===== src/shared/core_regs_pkg.sv =====
`default_nettype none
package core_regs_pkg;

  // ****************************************
  // Register offsets and reset values
  // ****************************************
  localparam logic [7:0] OFS_STACK_PTR = 8'hbc;
  localparam logic [7:0] OFS_COND_FLAGS = 8'hbd;
  localparam logic [7:0] OFS_INDEX_UPPER = 8'hbe;
  localparam logic [7:0] OFS_INDEX_LOWER = 8'hbf;
  localparam logic [9:0] FETCH_RESET = 10'h000;
  localparam logic [3:0] STACK_RESET = 4'hf;
  localparam logic [10:0] INDEX_RESET = 11'h000;
  localparam logic [1:0] STACK_PAGE = 2'h3;

  // ****************************************
  // Flag bit positions
  // ****************************************
  localparam int FLG_WRAP = 0;
  localparam int FLG_HALF = 1;
  localparam int FLG_ZERO = 2;
  localparam int FLG_NEG = 3;
  localparam int FLG_MASK = 4;
  localparam int FLG_READY = 5;

  // ****************************************
  // Request indices, highest first
  // ****************************************
  localparam int SRC_TRAP = 4;
  localparam int SRC_WAKEUP = 3;
  localparam int SRC_TIMER0 = 2;
  localparam int SRC_PWM = 1;
  localparam int SRC_CONV = 0;
  localparam int NUM_SRC = 5;

  typedef enum logic [3:0] {
    OP_NONE = 4'h0,
    OP_ADVANCE = 4'h1,
    OP_JUMP = 4'h2,
    OP_CALL_SUB = 4'h3,
    OP_SUB_EXIT = 4'h4,
    OP_ISR_EXIT = 4'h5,
    OP_SOFT_TRAP = 4'h6,
    OP_SET_WRAP = 4'h7,
    OP_CLEAR_WRAP = 4'h8,
    OP_LOAD_WRAP = 4'h9,
    OP_FLIP_WRAP = 4'ha,
    OP_RESULT = 4'hb,
    OP_LOAD_INDEX = 4'hc,
    OP_SET_MASK = 4'hd,
    OP_CLEAR_MASK = 4'he
  } op_t;

  typedef enum logic [2:0] {
    ST_IDLE = 3'h0,
    ST_PUSH_LO = 3'h1,
    ST_PUSH_HI = 3'h2,
    ST_JUMP = 3'h3,
    ST_POP_A = 3'h4,
    ST_POP_B = 3'h5,
    ST_POP_C = 3'h6,
    ST_SETTLE = 3'h7
  } seq_state_t;

  typedef struct packed {
    logic valid;
    op_t op;
    logic [1:0] step;
    logic acc_wr;
    logic [3:0] upd;
    logic [7:0] result;
    logic carry;
    logic half;
    logic wrap_val;
    logic [10:0] target;
  } cmd_t;

  typedef struct packed {
    logic neg;
    logic zero;
    logic half;
    logic wrap;
    logic mask;
  } flags_t;

  typedef struct packed {
    logic wr;
    logic rd;
    logic [5:0] addr;
    logic [7:0] wdata;
  } stack_port_t;

endpackage
`default_nettype wire


===== src/rtl/mcu_core_regs_interrupts.sv =====
`timescale 1ns/1ps
`default_nettype none
module mcu_core_regs_interrupts #(
  parameter logic [9:0] VEC_TRAP = 10'h3f6,
  parameter logic [9:0] VEC_WAKEUP = 10'h3f8,
  parameter logic [9:0] VEC_TIMER0 = 10'h3fa,
  parameter logic [9:0] VEC_PWM = 10'h3fc,
  parameter logic [9:0] VEC_CONV = 10'h3fe
) (
  // Clock and reset
  input wire logic core_clk_in,
  input wire logic rst_n_in,
  // Instruction command from decoder
  input wire core_regs_pkg::cmd_t cmd_in,
  input wire logic instr_boundary_in,
  output logic cmd_ready_out,
  output logic busy_out,
  // Peripheral pending requests
  input wire logic wakeup_irq_in,
  input wire logic timer0_irq_in,
  input wire logic pwm_timer_irq_in,
  input wire logic conv_done_irq_in,
  input wire logic ee_ready_in,
  // Mapped register port
  input wire logic [7:0] reg_addr_in,
  input wire logic reg_wr_in,
  input wire logic reg_rd_in,
  input wire logic [7:0] reg_wdata_in,
  output logic [7:0] reg_rdata_out,
  output logic reg_hit_out,
  // Indexed addressing
  input wire logic [7:0] index_offset_in,
  output logic [9:0] index_addr_out,
  output logic index_prog_space_out,
  // Stack memory port
  output core_regs_pkg::stack_port_t stack_out,
  input wire logic [7:0] stack_rdata_in,
  // Programmer visible state
  output logic [9:0] next_fetch_counter_out,
  output logic [7:0] acc_out,
  output logic [7:0] cond_flags_out,
  output logic [2:0] isr_source_out
);

  // ****************************************
  // State record
  // ****************************************
  typedef struct packed {
    core_regs_pkg::seq_state_t state;
    logic [9:0] fetch;
    logic [10:0] index;
    logic [3:0] stack_ptr;
    logic [7:0] acc;
    core_regs_pkg::flags_t flags;
    logic [9:0] target;
    logic [7:0] ret_hi;
    logic set_mask_on_pop;
    logic clr_mask_on_jump;
    logic [2:0] src;
    core_regs_pkg::stack_port_t stack;
    logic [7:0] rdata;
    logic hit;
  } core_state_t;

  core_state_t cur;
  core_state_t nxt;

  logic [core_regs_pkg::NUM_SRC-1:0] req;
  logic [9:0] vec [core_regs_pkg::NUM_SRC];
  logic take_irq;
  logic trap_cmd;
  logic [2:0] pick;
  logic [7:0] flag_byte;

  // Vector table from parameters
  assign vec[core_regs_pkg::SRC_TRAP] = VEC_TRAP;
  assign vec[core_regs_pkg::SRC_WAKEUP] = VEC_WAKEUP;
  assign vec[core_regs_pkg::SRC_TIMER0] = VEC_TIMER0;
  assign vec[core_regs_pkg::SRC_PWM] = VEC_PWM;
  assign vec[core_regs_pkg::SRC_CONV] = VEC_CONV;

  // ****************************************
  // Request arbitration
  // ****************************************
  // Maskable requests and trap command
  assign trap_cmd = cmd_in.valid && (cmd_in.op == core_regs_pkg::OP_SOFT_TRAP);
  assign req[core_regs_pkg::SRC_TRAP] = 1'b0;
  assign req[core_regs_pkg::SRC_WAKEUP] = wakeup_irq_in;
  assign req[core_regs_pkg::SRC_TIMER0] = timer0_irq_in;
  assign req[core_regs_pkg::SRC_PWM] = pwm_timer_irq_in;
  assign req[core_regs_pkg::SRC_CONV] = conv_done_irq_in;

  // Highest set request wins
  always_comb
  begin
    pick = 3'h0;
    for (int i = 0; i < core_regs_pkg::NUM_SRC; i++)
    begin
      if (req[i])
      begin
        pick = 3'(i);
      end
    end
  end

  // Entry only between instructions with mask set; trap outranks all
  assign take_irq = (cur.state == core_regs_pkg::ST_IDLE) && instr_boundary_in
    && cur.flags.mask && (|req) && !trap_cmd;

  assign cmd_ready_out = (cur.state == core_regs_pkg::ST_IDLE) && !take_irq;
  assign busy_out = (cur.state != core_regs_pkg::ST_IDLE);

  // Flag byte as software sees it
  always_comb
  begin
    flag_byte = 8'h00;
    flag_byte[core_regs_pkg::FLG_WRAP] = cur.flags.wrap;
    flag_byte[core_regs_pkg::FLG_HALF] = cur.flags.half;
    flag_byte[core_regs_pkg::FLG_ZERO] = cur.flags.zero;
    flag_byte[core_regs_pkg::FLG_NEG] = cur.flags.neg;
    flag_byte[core_regs_pkg::FLG_MASK] = cur.flags.mask;
    flag_byte[core_regs_pkg::FLG_READY] = ee_ready_in;
  end

  // ****************************************
  // Next state
  // ****************************************
  always_comb
  begin
    nxt = cur;
    nxt.stack.wr = 1'b0;
    nxt.stack.rd = 1'b0;
    nxt.hit = 1'b0;
    nxt.rdata = 8'h00;

    // Mapped reads; accumulator and counter have no address
    if (reg_rd_in)
    begin
      unique case (reg_addr_in)
        core_regs_pkg::OFS_STACK_PTR:
        begin
          nxt.rdata = {4'h0, cur.stack_ptr};
          nxt.hit = 1'b1;
        end
        core_regs_pkg::OFS_COND_FLAGS:
        begin
          nxt.rdata = flag_byte;
          nxt.hit = 1'b1;
        end
        core_regs_pkg::OFS_INDEX_UPPER:
        begin
          nxt.rdata = {6'h00, cur.index[9:8]};
          nxt.hit = 1'b1;
        end
        core_regs_pkg::OFS_INDEX_LOWER:
        begin
          nxt.rdata = cur.index[7:0];
          nxt.hit = 1'b1;
        end
        default:
        begin
          nxt.rdata = 8'h00;
          nxt.hit = 1'b0;
        end
      endcase
    end

    // Mapped writes; only the mask bit of the flags takes a write
    if (reg_wr_in)
    begin
      unique case (reg_addr_in)
        core_regs_pkg::OFS_STACK_PTR: nxt.stack_ptr = reg_wdata_in[3:0];
        core_regs_pkg::OFS_COND_FLAGS:
          nxt.flags.mask = reg_wdata_in[core_regs_pkg::FLG_MASK];
        core_regs_pkg::OFS_INDEX_UPPER: nxt.index[10:8] = reg_wdata_in[2:0];
        core_regs_pkg::OFS_INDEX_LOWER: nxt.index[7:0] = reg_wdata_in;
        default:
        begin
          nxt.index = nxt.index;
        end
      endcase
    end

    unique case (cur.state)
      core_regs_pkg::ST_IDLE:
      begin
        if (take_irq)
        begin
          // Maskable entry: push current counter, vector later
          nxt.src = pick;
          nxt.target = vec[pick];
          nxt.clr_mask_on_jump = 1'b1;
          nxt.stack = {1'b1, 1'b0, core_regs_pkg::STACK_PAGE, cur.stack_ptr,
            cur.fetch[7:0]};
          nxt.state = core_regs_pkg::ST_PUSH_LO;
        end
        else if (cmd_in.valid)
        begin
          unique case (cmd_in.op)
            core_regs_pkg::OP_CALL_SUB:
            begin
              nxt.target = cmd_in.target[9:0];
              nxt.clr_mask_on_jump = 1'b0;
              nxt.stack = {1'b1, 1'b0, core_regs_pkg::STACK_PAGE, cur.stack_ptr,
                cur.fetch[7:0]};
              nxt.state = core_regs_pkg::ST_PUSH_LO;
            end
            core_regs_pkg::OP_SOFT_TRAP:
            begin
              // Taken whatever the mask holds
              nxt.src = 3'(core_regs_pkg::SRC_TRAP);
              nxt.target = vec[core_regs_pkg::SRC_TRAP];
              nxt.clr_mask_on_jump = 1'b1;
              nxt.stack = {1'b1, 1'b0, core_regs_pkg::STACK_PAGE, cur.stack_ptr,
                cur.fetch[7:0]};
              nxt.state = core_regs_pkg::ST_PUSH_LO;
            end
            core_regs_pkg::OP_SUB_EXIT, core_regs_pkg::OP_ISR_EXIT:
            begin
              // High byte sits nearer the top of stack
              nxt.set_mask_on_pop = (cmd_in.op == core_regs_pkg::OP_ISR_EXIT);
              nxt.stack = {1'b0, 1'b1, core_regs_pkg::STACK_PAGE,
                4'(cur.stack_ptr + 4'h1), 8'h00};
              nxt.state = core_regs_pkg::ST_POP_A;
            end
            core_regs_pkg::OP_JUMP:
            begin
              nxt.fetch = cmd_in.target[9:0];
            end
            default:
            begin
              nxt.fetch = 10'(cur.fetch + {8'h00, cmd_in.step});
            end
          endcase

          // Flag and data effects of ordinary instructions
          unique case (cmd_in.op)
            core_regs_pkg::OP_SET_WRAP:
            begin
              nxt.flags.wrap = 1'b1;
              nxt.flags.half = 1'b1;
            end
            core_regs_pkg::OP_CLEAR_WRAP:
            begin
              nxt.flags.wrap = 1'b0;
              nxt.flags.half = 1'b0;
            end
            core_regs_pkg::OP_LOAD_WRAP: nxt.flags.wrap = cmd_in.wrap_val;
            core_regs_pkg::OP_FLIP_WRAP: nxt.flags.wrap = !cur.flags.wrap;
            core_regs_pkg::OP_RESULT:
            begin
              // Arithmetic, logic and rotate results
              if (cmd_in.acc_wr)
              begin
                nxt.acc = cmd_in.result;
              end
              if (cmd_in.upd[0])
              begin
                nxt.flags.wrap = cmd_in.carry;
              end
              if (cmd_in.upd[1])
              begin
                nxt.flags.half = cmd_in.half;
              end
              if (cmd_in.upd[2])
              begin
                nxt.flags.zero = (cmd_in.result == 8'h00);
              end
              if (cmd_in.upd[3])
              begin
                nxt.flags.neg = cmd_in.result[7];
              end
            end
            core_regs_pkg::OP_LOAD_INDEX: nxt.index = cmd_in.target;
            core_regs_pkg::OP_SET_MASK: nxt.flags.mask = 1'b1;
            core_regs_pkg::OP_CLEAR_MASK: nxt.flags.mask = 1'b0;
            default:
            begin
              nxt.acc = nxt.acc;
            end
          endcase
        end
      end
      core_regs_pkg::ST_PUSH_LO:
      begin
        // Second byte one slot lower
        nxt.stack = {1'b1, 1'b0, core_regs_pkg::STACK_PAGE,
          4'(cur.stack_ptr - 4'h1), 6'h00, cur.fetch[9:8]};
        nxt.state = core_regs_pkg::ST_PUSH_HI;
      end
      core_regs_pkg::ST_PUSH_HI:
      begin
        nxt.stack_ptr = 4'(cur.stack_ptr - 4'h2);
        nxt.state = core_regs_pkg::ST_JUMP;
      end
      core_regs_pkg::ST_JUMP:
      begin
        nxt.fetch = cur.target;
        if (cur.clr_mask_on_jump)
        begin
          nxt.flags.mask = 1'b0;
        end
        nxt.state = core_regs_pkg::ST_SETTLE;
      end
      core_regs_pkg::ST_POP_A:
      begin
        nxt.stack = {1'b0, 1'b1, core_regs_pkg::STACK_PAGE,
          4'(cur.stack_ptr + 4'h2), 8'h00};
        nxt.state = core_regs_pkg::ST_POP_B;
      end
      core_regs_pkg::ST_POP_B:
      begin
        nxt.ret_hi = stack_rdata_in;
        nxt.state = core_regs_pkg::ST_POP_C;
      end
      core_regs_pkg::ST_POP_C:
      begin
        nxt.fetch = {cur.ret_hi[1:0], stack_rdata_in};
        nxt.stack_ptr = 4'(cur.stack_ptr + 4'h2);
        if (cur.set_mask_on_pop)
        begin
          nxt.flags.mask = 1'b1;
        end
        nxt.state = core_regs_pkg::ST_SETTLE;
      end
      core_regs_pkg::ST_SETTLE:
      begin
        // Fourth busy cycle of entry or exit
        nxt.state = core_regs_pkg::ST_IDLE;
      end
    endcase
  end

  // ****************************************
  // State register
  // ****************************************
  always_ff @(posedge core_clk_in or negedge rst_n_in)
  begin
    if (!rst_n_in)
    begin
      cur <= '0;
      cur.state <= core_regs_pkg::ST_IDLE;
      cur.fetch <= core_regs_pkg::FETCH_RESET;
      cur.index <= core_regs_pkg::INDEX_RESET;
      cur.stack_ptr <= core_regs_pkg::STACK_RESET;
      cur.flags <= '0;
    end
    else
    begin
      cur <= nxt;
    end
  end

  // ****************************************
  // Outputs
  // ****************************************
  // Indexed effective address, space chosen by top index bit
  assign index_addr_out = 10'(cur.index[9:0] + {2'h0, index_offset_in});
  assign index_prog_space_out = cur.index[10];

  // Registered state views; ready bit of the flag byte is ee_ready_in, not registered
  assign stack_out = cur.stack;
  assign reg_rdata_out = cur.rdata;
  assign reg_hit_out = cur.hit;
  assign next_fetch_counter_out = cur.fetch;
  assign acc_out = cur.acc;
  assign cond_flags_out = flag_byte;
  assign isr_source_out = cur.src;
endmodule // mcu_core_regs_interrupts
`default_nettype wire


===== config.mk =====
export PLATFORM = sky130hd
export DESIGN_NAME = mcu_core_regs_interrupts
export DESIGN_NICKNAME = d
export VERILOG_FILES = /design/src/shared/core_regs_pkg.sv /design/src/rtl/mcu_core_regs_interrupts.sv
export SDC_FILE = /design/constraint.sdc
export NUM_CORES = 1
export LEC_CHECK = 0
export BUFFER_PORTS_ARGS = -buffer_cell sky130_fd_sc_hd__buf_4
export CORE_UTILIZATION = 30
export CTS_BUF_LIST = sky130_fd_sc_hd__clkbuf_16
export DETAILED_ROUTE_END_ITERATION = 7
export PLACE_DENSITY_LB_ADDON = 0.05
export SKIP_CTS_REPAIR_TIMING = 1
export SLEW_MARGIN = 20
export SYNTH_ARGS = -nofsm -noshare
export SYNTH_HDL_FRONTEND = slang
export SYNTH_SLANG_ARGS = --single-unit

===== constraint.sdc =====
create_clock -name core_clk_in -period 2.1 [get_ports core_clk_in]
set_input_delay 0.105 -clock core_clk_in [delete_from_list [all_inputs] [get_ports core_clk_in]]
set_output_delay 0.105 -clock core_clk_in [all_outputs]
set_load 0.005 [all_outputs]

Yosys cells after proc, flatten, opt, wreduce, memory -nomap -nowiden
Memory sizes are Yosys's and may differ from the RTL's.
Cells that the tools add are included.
{"block": "word_totals", "regBits": 83, "latchBits": 0, "ram_bits": 0, "rom_bits": 80, "input_bits": 76, "output_inout_bits": 67, "elab_cells": 141, "mem_count": 1}
{"name": "(no name shown)", "words": 8, "word_bits": 10, "read_ports": 1, "rd_ports_with_merged_regs": 0, "wr": 0, "line_no": "mcu_core_regs_interrupts.sv:191", "text": "nxt.target = vec[pick];"}
{"block": "classes", "addsub": 6, "n_mul": 0, "div": 0, "magnitude_cmp": 1, "eq_ne": 31, "shift": 0, "n_mux": 41, "bitwise": 2, "reduce_logical": 38}
{"cell": "$pmux W16 S3", "n": 1}
{"cell": "$mux W20", "n": 2}
{"cell": "$pmux W10 S2", "n": 2}
{"cell": "$pmux W9 S4", "n": 1}
{"cell": "$mux W11", "n": 3}
{"cell": "$eq A8 B8 Y1 const B", "n": 4}
{"cell": "$pmux W16 S2", "n": 1}
{"cell": "$mux W10", "n": 3}
{"cell": "$pmux W10 S3", "n": 1}
{"cell": "$eq A4 B4 Y1 const B", "n": 7}
{"cell": "$reduce_and A5 Y1", "n": 5}
{"cell": "$mux W24", "n": 1}
{"cell": "$mux W21", "n": 1}
{"cell": "$pmux W3 S7", "n": 1}
{"cell": "$reduce_bool A3 Y1", "n": 7}
{"cell": "$eq A4 B3 Y1 const B", "n": 4}
{"cell": "$mux W15", "n": 1}
{"cell": "$mux W3", "n": 5}
{"cell": "$eq A3 B3 Y1 const B", "n": 4}
{"cell": "$add A10 B2 Y10", "n": 1}
{"cell": "$add A10 B8 Y10", "n": 1}
{"cell": "$ne A2 B2 Y1 const B", "n": 5}
{"cell": "$mux W9", "n": 1}
{"cell": "$reduce_and A3 Y1", "n": 3}
{"cell": "30 further kinds", "n": 54}

Depth between registers and ports, before layout
Gate-level depths: netlist of the first run.
{"block": "logic_depth", "depth_word": 8, "depth_mapped": 7, "mapped_depth_nobuf": 7}

Worst setup path before layout of the first run
Ideal clock, no wire load.
{"block": "synth_path", "path_type": "reg-to-output", "start": "reg cur[65] (netlist name)", "end": "out index_addr_out[8]", "arrival_time_ns": 1.891, "required_time_ns": 1.995, "path_slack_ns": 0.104, "stages_incl_launch_ff": 8, "n_path_buf": 0, "path_cell_list": "dfrtp_1 > ha_1 > fa_1 > a21o_1 > a211oi_1 > nor3b_1 > o41ai_1 > xnor2_1"}
{"block": "synth_between", "elab_chain_len": 1}
{"element": "start: declaration", "line_no": "mcu_core_regs_interrupts.sv:65", "text": "core_state_t cur;"}
{"element": "start signal: assignment", "line_no": "mcu_core_regs_interrupts.sv:350", "text": "cur <= nxt;"}
{"element": "$add A10 B8 Y10", "line_no": "mcu_core_regs_interrupts.sv:358", "text": "assign index_addr_out = 10'(cur.index[9:0] + {2'h0, index_offset_in});"}
{"element": "end: declaration", "line_no": "mcu_core_regs_interrupts.sv:33", "text": "output logic [9:0] index_addr_out,"}
Every way passes these cells.

Worst setup path after layout of the first run
Ends and elaborated chain as after synthesis.

==> impl_results.md, run 1 <==
* Status: complete, but fails checks
* Violations in the final reports: negative setup slack
* Layout cells sized above 1 at 0.3646
* ANT cells at 0
* Worst R2R Start: cur[86]$_DFFE_PN0P_
* Initial antenna violation count at 0
* Area Growth Syn to Fin at 32.12%
* Leak at 3.272 nW
* DRC at 0
* Leading area contributor after synthesis: dfrtp_1
* Unrepaired setup endpoints after global routing: true
* Ys Warns at 0
* Clk_lat worst skew at 0.35 ns
* Crit start category: register
* Clock buffer count from CTS at 9
* Flop-to-flop setup slack at 0.06 ns
* Final setup violating endpoints at 5
* Met2 WL at 7928 um
* Gr ovfl total at 0
* Clk buf depth at 2
* Wl on met1 at 7792 um
* Starting Density at 0.3075
* Share of the synthesized area in the top cell type at 0.3658
* Cells after Synth at 561
* Top layer used by detailed routing: met4
* Count leader, synth: dfrtp_1
* Buf+Inv Stages, Crit Path at 1
* Pwr Density at 1233 nW/um2
* Fmax at 0.3997 GHz
* Die ar. at 18330 um2
* Setup Skew at 0.01052 ns
* Period utilization at 1.191
* Worst vdd ir at 0.7729 mV
* Final core occ at 0.4062
* Hold WC Path Type: input port to register
* Hold Startpoint: cmd_in[21]
* Post-Route WL at 17060 um
* Cell area after synthesis at 5336 um2
* Sink Count at 82
* Final setup margin at -0.4020 ns
* CP max FO at 2
* Final GP Congestion at 0.8356
* Post-synth EDFFs at 0
* Most used DFF post-synth: dfrtp_1
* Crit end category: primary output
* Avg Cell Area, Syn at 9.512 um2
* Slowest CP cell: dfrtp_1
* Synth Register Bits at 82
* Num rows at 48
* Layout net count at 782
* Slew headroom at 0.5737
* CP cell instances: ha_2, fa_2, a21o_1, a211oi_2, nor3b_2, o41ai_2, xnor2_1, buf_4
* Die H at 135.4 um
* Max-cap violations at 0
* Slew Limit Fails at 0
* Crit path max-delay family: compound AO/OA/AOI/OAI gates
* FF-to-FF path depth at 6
* WP data required at 2.00 ns
* Worst path max stage delay at 0.39 ns
* WP data arrival at 2.40 ns
* Post-DP HPWL at 13030 um
* Met3 Routed Length at 1078 um
* Post-synth cell types at 71
* FF-to-FF End: next_fetch_counter_out[2]$_DFFE_PN0P_
* First-pass GRT wire length at 26270 um
* Via/cell ratio at 5.083
* Iter 0 DRT Violations at 270
* Setup total negative slack at -1.123 ns
* H-tree levels at 3
* # IOs at 143
* Synth top cells by count: dfrtp_1 (78), nor2_1 (54), buf_4 (53)
* Largest cells by area after synthesis: dfrtp_1 (37%), buf_4 (7.5%), nor2_1 (3.8%), mux2i_1 (3.6%), ha_1 (3.5%)
* Core Area at 17360 um2
* Worst Hold Depth at 2
* Drt pass-1 iters at 5
* Drt wl/cell at 18.57 um
* All-Layer GR Usage at 0.1912
* Largest net degree at the start of global routing at 47
* Post-route antenna net violation count at 0
* Root buffer cell: clkbuf_16
* Vias at 4671
* Min-Delay Endpoint: acc_out[7]$_DFFE_PN0P_
* Port bufs at 140
* CTS tree: done
* Vias in the first global route at 4674
* Crit Path Category: register to primary output
* Synth async-reset ratio at 1.000
* Crit path time final at 2.502 ns
* Sequential element share of the synthesized area at 0.3855
* Die W at 135.4 um
* Final Hold Fails at 0
* Worst-path clk slew at 0.06 ns
* Worst Max-Slew Pin Slew at 0.6327 ns
placed cells by master, fill, tap and decap left out, drive strengths merged, types with 4 or more instances in the layout:
cell,instances
nor2,55
a211oi,5
a22oi,6
mux2i,19
ha,15
dfrtp,78
a21oi,37
or4,4
dfstp,4
nor3b,4
buf,188
nor2b,7
mux2,17
inv,20
o211ai,5
a22o,13
a211o,6
a31oi,12
clkbuf,9
o22a,6
nand3,6
nand2b,8
or2,4
nor3,13
o21ai,20
xnor2,16
dlygate4sd3,8
nor4,5
xor2,5
o22ai,11
nand2,35
how the worst max path moves through the flow:
stage	from	endpoint	slack (ns)	depth (start not counted)
floorplan	cur[65]$_DFF_PN0_	index_addr_out[8]	0.10	7
detailed placement	cur[65]$_DFF_PN0_	index_addr_out[8]	-0.11	8
CTS	cur[65]$_DFF_PN0_	index_addr_out[8]	-0.51	8
global route	cur[65]$_DFF_PN0_	index_addr_out[8]	-0.50	8
global placement	cur[65]$_DFF_PN0_	index_addr_out[8]	-0.10	8
finish	cur[65]$_DFF_PN0_	index_addr_out[8]	-0.40	8
kinds of logic after synthesis:
family,share of synthesized area
flip-flops,0.3855
AND/OR/NAND/NOR,0.1510
buffers and inverters,0.1111
adder cells (fa/ha/maj),0.04267
multiplexers,0.08277
other,0.0007027
AO/OA/AOI/OAI,0.1918
XOR/XNOR,0.03447
metal layers:
metal  global-route usage  vias to the layer above
met2               0.3054                      173
li1                     -                     2229
met1               0.2588                     2251
met5                    0                        -
met4              0.05618                        0
met3              0.04003                       18
sequential cells by signal, summed over array words and instances, names as in the netlist:
register                flops
cur                        31
reg_rdata_out               8
acc_out                     8
next_fetch_counter_out     10
stack_out                  15
reg_hit_out                 1
cond_flags_out              5
index_prog_space_out        1
isr_source_out              3
power by group:
group / internal [mW] / switching [mW]
Combinational: 2.21 / 1.98
Clock: 1.16 / 0.684
Sequential: 2.13 / 0.529
area by class of cell:
type	count	area [um2]
inverters	19	73.82
multi-input cells	381	2761
clock inverters	7	118.9
repair buffers	196	1533
fillers	1703	10310
clock buffers	9	225.2
well taps	225	281.5
flip-flops and latches	82	2057
metrics by stage:
step	area [um2]	setup WS, ns	total power, mW	hold WS (ns)	std cells
after floorplan	5340	0.1040	5.252	-0.1906	562
after global placement	6504	-0.1017	6.679	0.1107	889
after detailed placement	6504	-0.1129	6.710	0.1202	889
after CTS	6848	-0.5148	8.606	-0.2581	905
after global routing	7051	-0.4960	9.309	0.0008059	919
final	7051	-0.4020	8.693	0.003231	919
Note: power is estimated with default switching activity, not from simulation.
==> inputs of run 2 (changes only) <==
Settings changed: BUFFER_PORTS_ARGS -buffer_cell sky130_fd_sc_hd__buf_4 to not set, DONT_BUFFER_PORTS set to 1.
==> impl_results.md, run 2 (synthesis gave the netlist of run 1 again) <==
* Status: complete, but fails checks (unchanged)
* Violations in the final reports: negative hold slack, negative setup slack (was negative setup slack)
* Final setup violating endpoints at 3 (was 5)
* Min-Delay Endpoint: cur[62]$_DFFE_PN1P_ (was acc_out[7]$_DFFE_PN0P_)
* Drt pass-1 iters at 4 (was 5)
* # IOs at 143 (unchanged)
* Num rows at 48 (unchanged)
* Post-Layout Cell Count at 806 (was 919)
* Final GP Congestion at 0.8480 (was 0.8356)
* Die H at 135.4 um (unchanged)
* Layout cells sized above 1 at 0.1962 (was 0.3646)
* Setup Skew at 0.006829 ns (was 0.01052 ns)
* WP data required at 2.00 ns (about the same)
* Crit start category: register (unchanged)
* Sink Count at 82 (unchanged)
* Crit path max-delay family: compound AO/OA/AOI/OAI gates (unchanged)
* Hold WC Path Type: input port to register (unchanged)
* Worst R2R Start: cur[88]$_DFFE_PN0P_ (was cur[86]$_DFFE_PN0P_)
* Buf+Inv Stages, Crit Path at 0 (was 1)
* Most common cell after layout, fill and taps aside: dfrtp_1 (was buf_4)
* Commonest non-fill, non-tap cells in the layout: dfrtp_1 (77), nor2_1 (52), buf_4 (44) (was buf_4 (184), dfrtp_1 (78), nor2_1 (53))
* WP data arrival at 2.23 ns (was 2.40 ns)
* Max-cap violations at 0 (unchanged)
* Worst-path clk slew at 0.06 ns (about the same)
* Final setup margin at -0.2389 ns (was -0.4020 ns)
* Unrepaired setup endpoints after global routing: true (unchanged)
* Area Growth Syn to Fin at 17.12% (was 32.12%)
* Layout net count at 669 (was 782)
* Initial antenna violation count at 0 (unchanged)
* Fmax at 0.4275 GHz (was 0.3997 GHz)
* Worst Max-Slew Pin Slew at 0.5705 ns (was 0.6327 ns)
* Setup WS pre-CTS at 0.003474 ns (was -0.1129 ns)
* Design area at 6250 um2 (was 7051 um2)
* Via/cell ratio at 5.316 (was 5.083)
* Slew Limit Fails at 0 (unchanged)
* Drt wl/cell at 21.94 um (was 18.57 um)
* Period utilization at 1.114 (was 1.191)
* Vias at 4285 (was 4671)
* Worst vdd ir at 0.4670 mV (was 0.7729 mV)
* Largest net degree at the start of global routing at 83 (was 47)
* Post-route antenna net violation count at 0 (unchanged)
* Cell count after placement at 750 (was 889)
* Root buffer cell: clkbuf_16 (unchanged)
* Hold Startpoint: reg_wdata_in[1] (was cmd_in[21])
* Post-DP HPWL at 12910 um (was 13030 um)
* ANT cells at 0 (unchanged)
* Core Area at 17360 um2 (unchanged)
* Clock buffer count from CTS at 9 (unchanged)
* Post-Route WL at 17690 um (was 17060 um)
* Final Hold Fails at 15 (was 0)
* Final hold slack at -0.03579 ns (was 0.003231 ns)
* Largest reg by FF count: cur (unchanged)
* All-Layer GR Usage at 0.1904 (was 0.1912)
* Starting Density at 0.3075 (unchanged)
* CP cell instances: ha_2, fa_2, a21o_1, a211oi_2, nor3b_2, o41ai_2, xnor2_1 (was ha_2, fa_2, a21o_1, a211oi_2, nor3b_2, o41ai_2, xnor2_1, buf_4)
* First-pass GRT wire length at 25560 um (was 26270 um)
* Largest register FFs at 31 (unchanged)
* Dpl cell area at 5435 um2 (was 6504 um2)
* Clk_lat worst skew at 0.35 ns (about the same)
* DRC at 0 (unchanged)
* CP max FO at 2 (unchanged)
* Leak at 2.694 nW (was 3.272 nW)
* FF-to-FF End: next_fetch_counter_out[2]$_DFFE_PN0P_ (unchanged)
* Clk buf depth at 2 (unchanged)
* Die ar. at 18330 um2 (unchanged)
* Crit path time final at 2.339 ns (was 2.502 ns)
* Slew headroom at 0.6193 (was 0.5737)
* Vias in the first global route at 4214 (was 4674)
* Gr ovfl total at 0 (unchanged)
* Flop-to-flop setup slack at 0.11 ns (was 0.06 ns)
* Worst Hold Depth at 2 (unchanged)
* Iter 0 DRT Violations at 300 (was 270)
* FF-to-FF path depth at 6 (unchanged)
* Worst path max stage delay at 0.38 ns (was 0.39 ns)
* Die W at 135.4 um (unchanged)
* CTS tree: done (unchanged)
* Crit Path Category: register to primary output (unchanged)
* Pwr Density at 1286 nW/um2 (was 1233 nW/um2)
* Slowest CP cell: dfrtp_1 (unchanged)
* H-tree levels at 3 (unchanged)
* Crit end category: primary output (unchanged)
* Port bufs at 0 (was 140)
## run 2: changes by cell type in the layout (fill, tap and decap cells not counted), moves of 2 or more
cell,delta
buf_4,-140
buf_12,-2
xnor2_2,+2
dlygate4sd3_1,+29
a21oi_2,-2
inv_6,+2
a21oi_1,+2
xnor2_1,-2
## run 2: metal layers
metal,vias to the layer above,wire (um),track usage
li1,2004,-,-
met1,2128,7875,0.2502
met2,133,8209,0.2920
met3,20,1239,0.05574
met4,0,360,0.07553
met5,-,0,0
## run 2: power by group
part	internal, mW	total [mW]	switching, mW
Combinational	1.71	3.55	1.84
Sequential	2.13	2.71	0.577
Clock	1.05	1.78	0.722
## run 2: worst max-delay path by stage
stage | from | slack (ns) | to | cells after the start
2_1_floorplan | cur[65]$_DFF_PN0_ | 0.10 | index_addr_out[8] | 7
3_3_place_gp | cur[65]$_DFF_PN0_ | 0.005 | index_addr_out[8] | 7
3_5_place_dp | cur[65]$_DFF_PN0_ | 0.003 | index_addr_out[8] | 7
4_1_cts | cur[65]$_DFF_PN0_ | -0.39 | index_addr_out[8] | 7
5_1_grt | cur[65]$_DFF_PN0_ | -0.39 | index_addr_out[8] | 7
6_report | cur[65]$_DFF_PN0_ | -0.24 | index_addr_out[8] | 7
## run 2: layout make-up
cell class,count,area (um2)
multi-input combinational,381,2765
tap,225,281.5
clock buffer,9,225.2
sequential,82,2058
inverter,19,71.32
fill,1783,11110
timing repair buffer,83,748.2
clock inverter,7,100.1
## run 2: metrics by stage
step,utilization,TNS (ns),power [mW]
global route,0.3601,-0.8716,8.610
floorplan,-,0,5.252
CTS,0.3319,-1.155,7.904
detailed placement,0.3131,0,6.083
finish,0.3601,-0.4966,8.037
global placement,0.3131,0,6.067
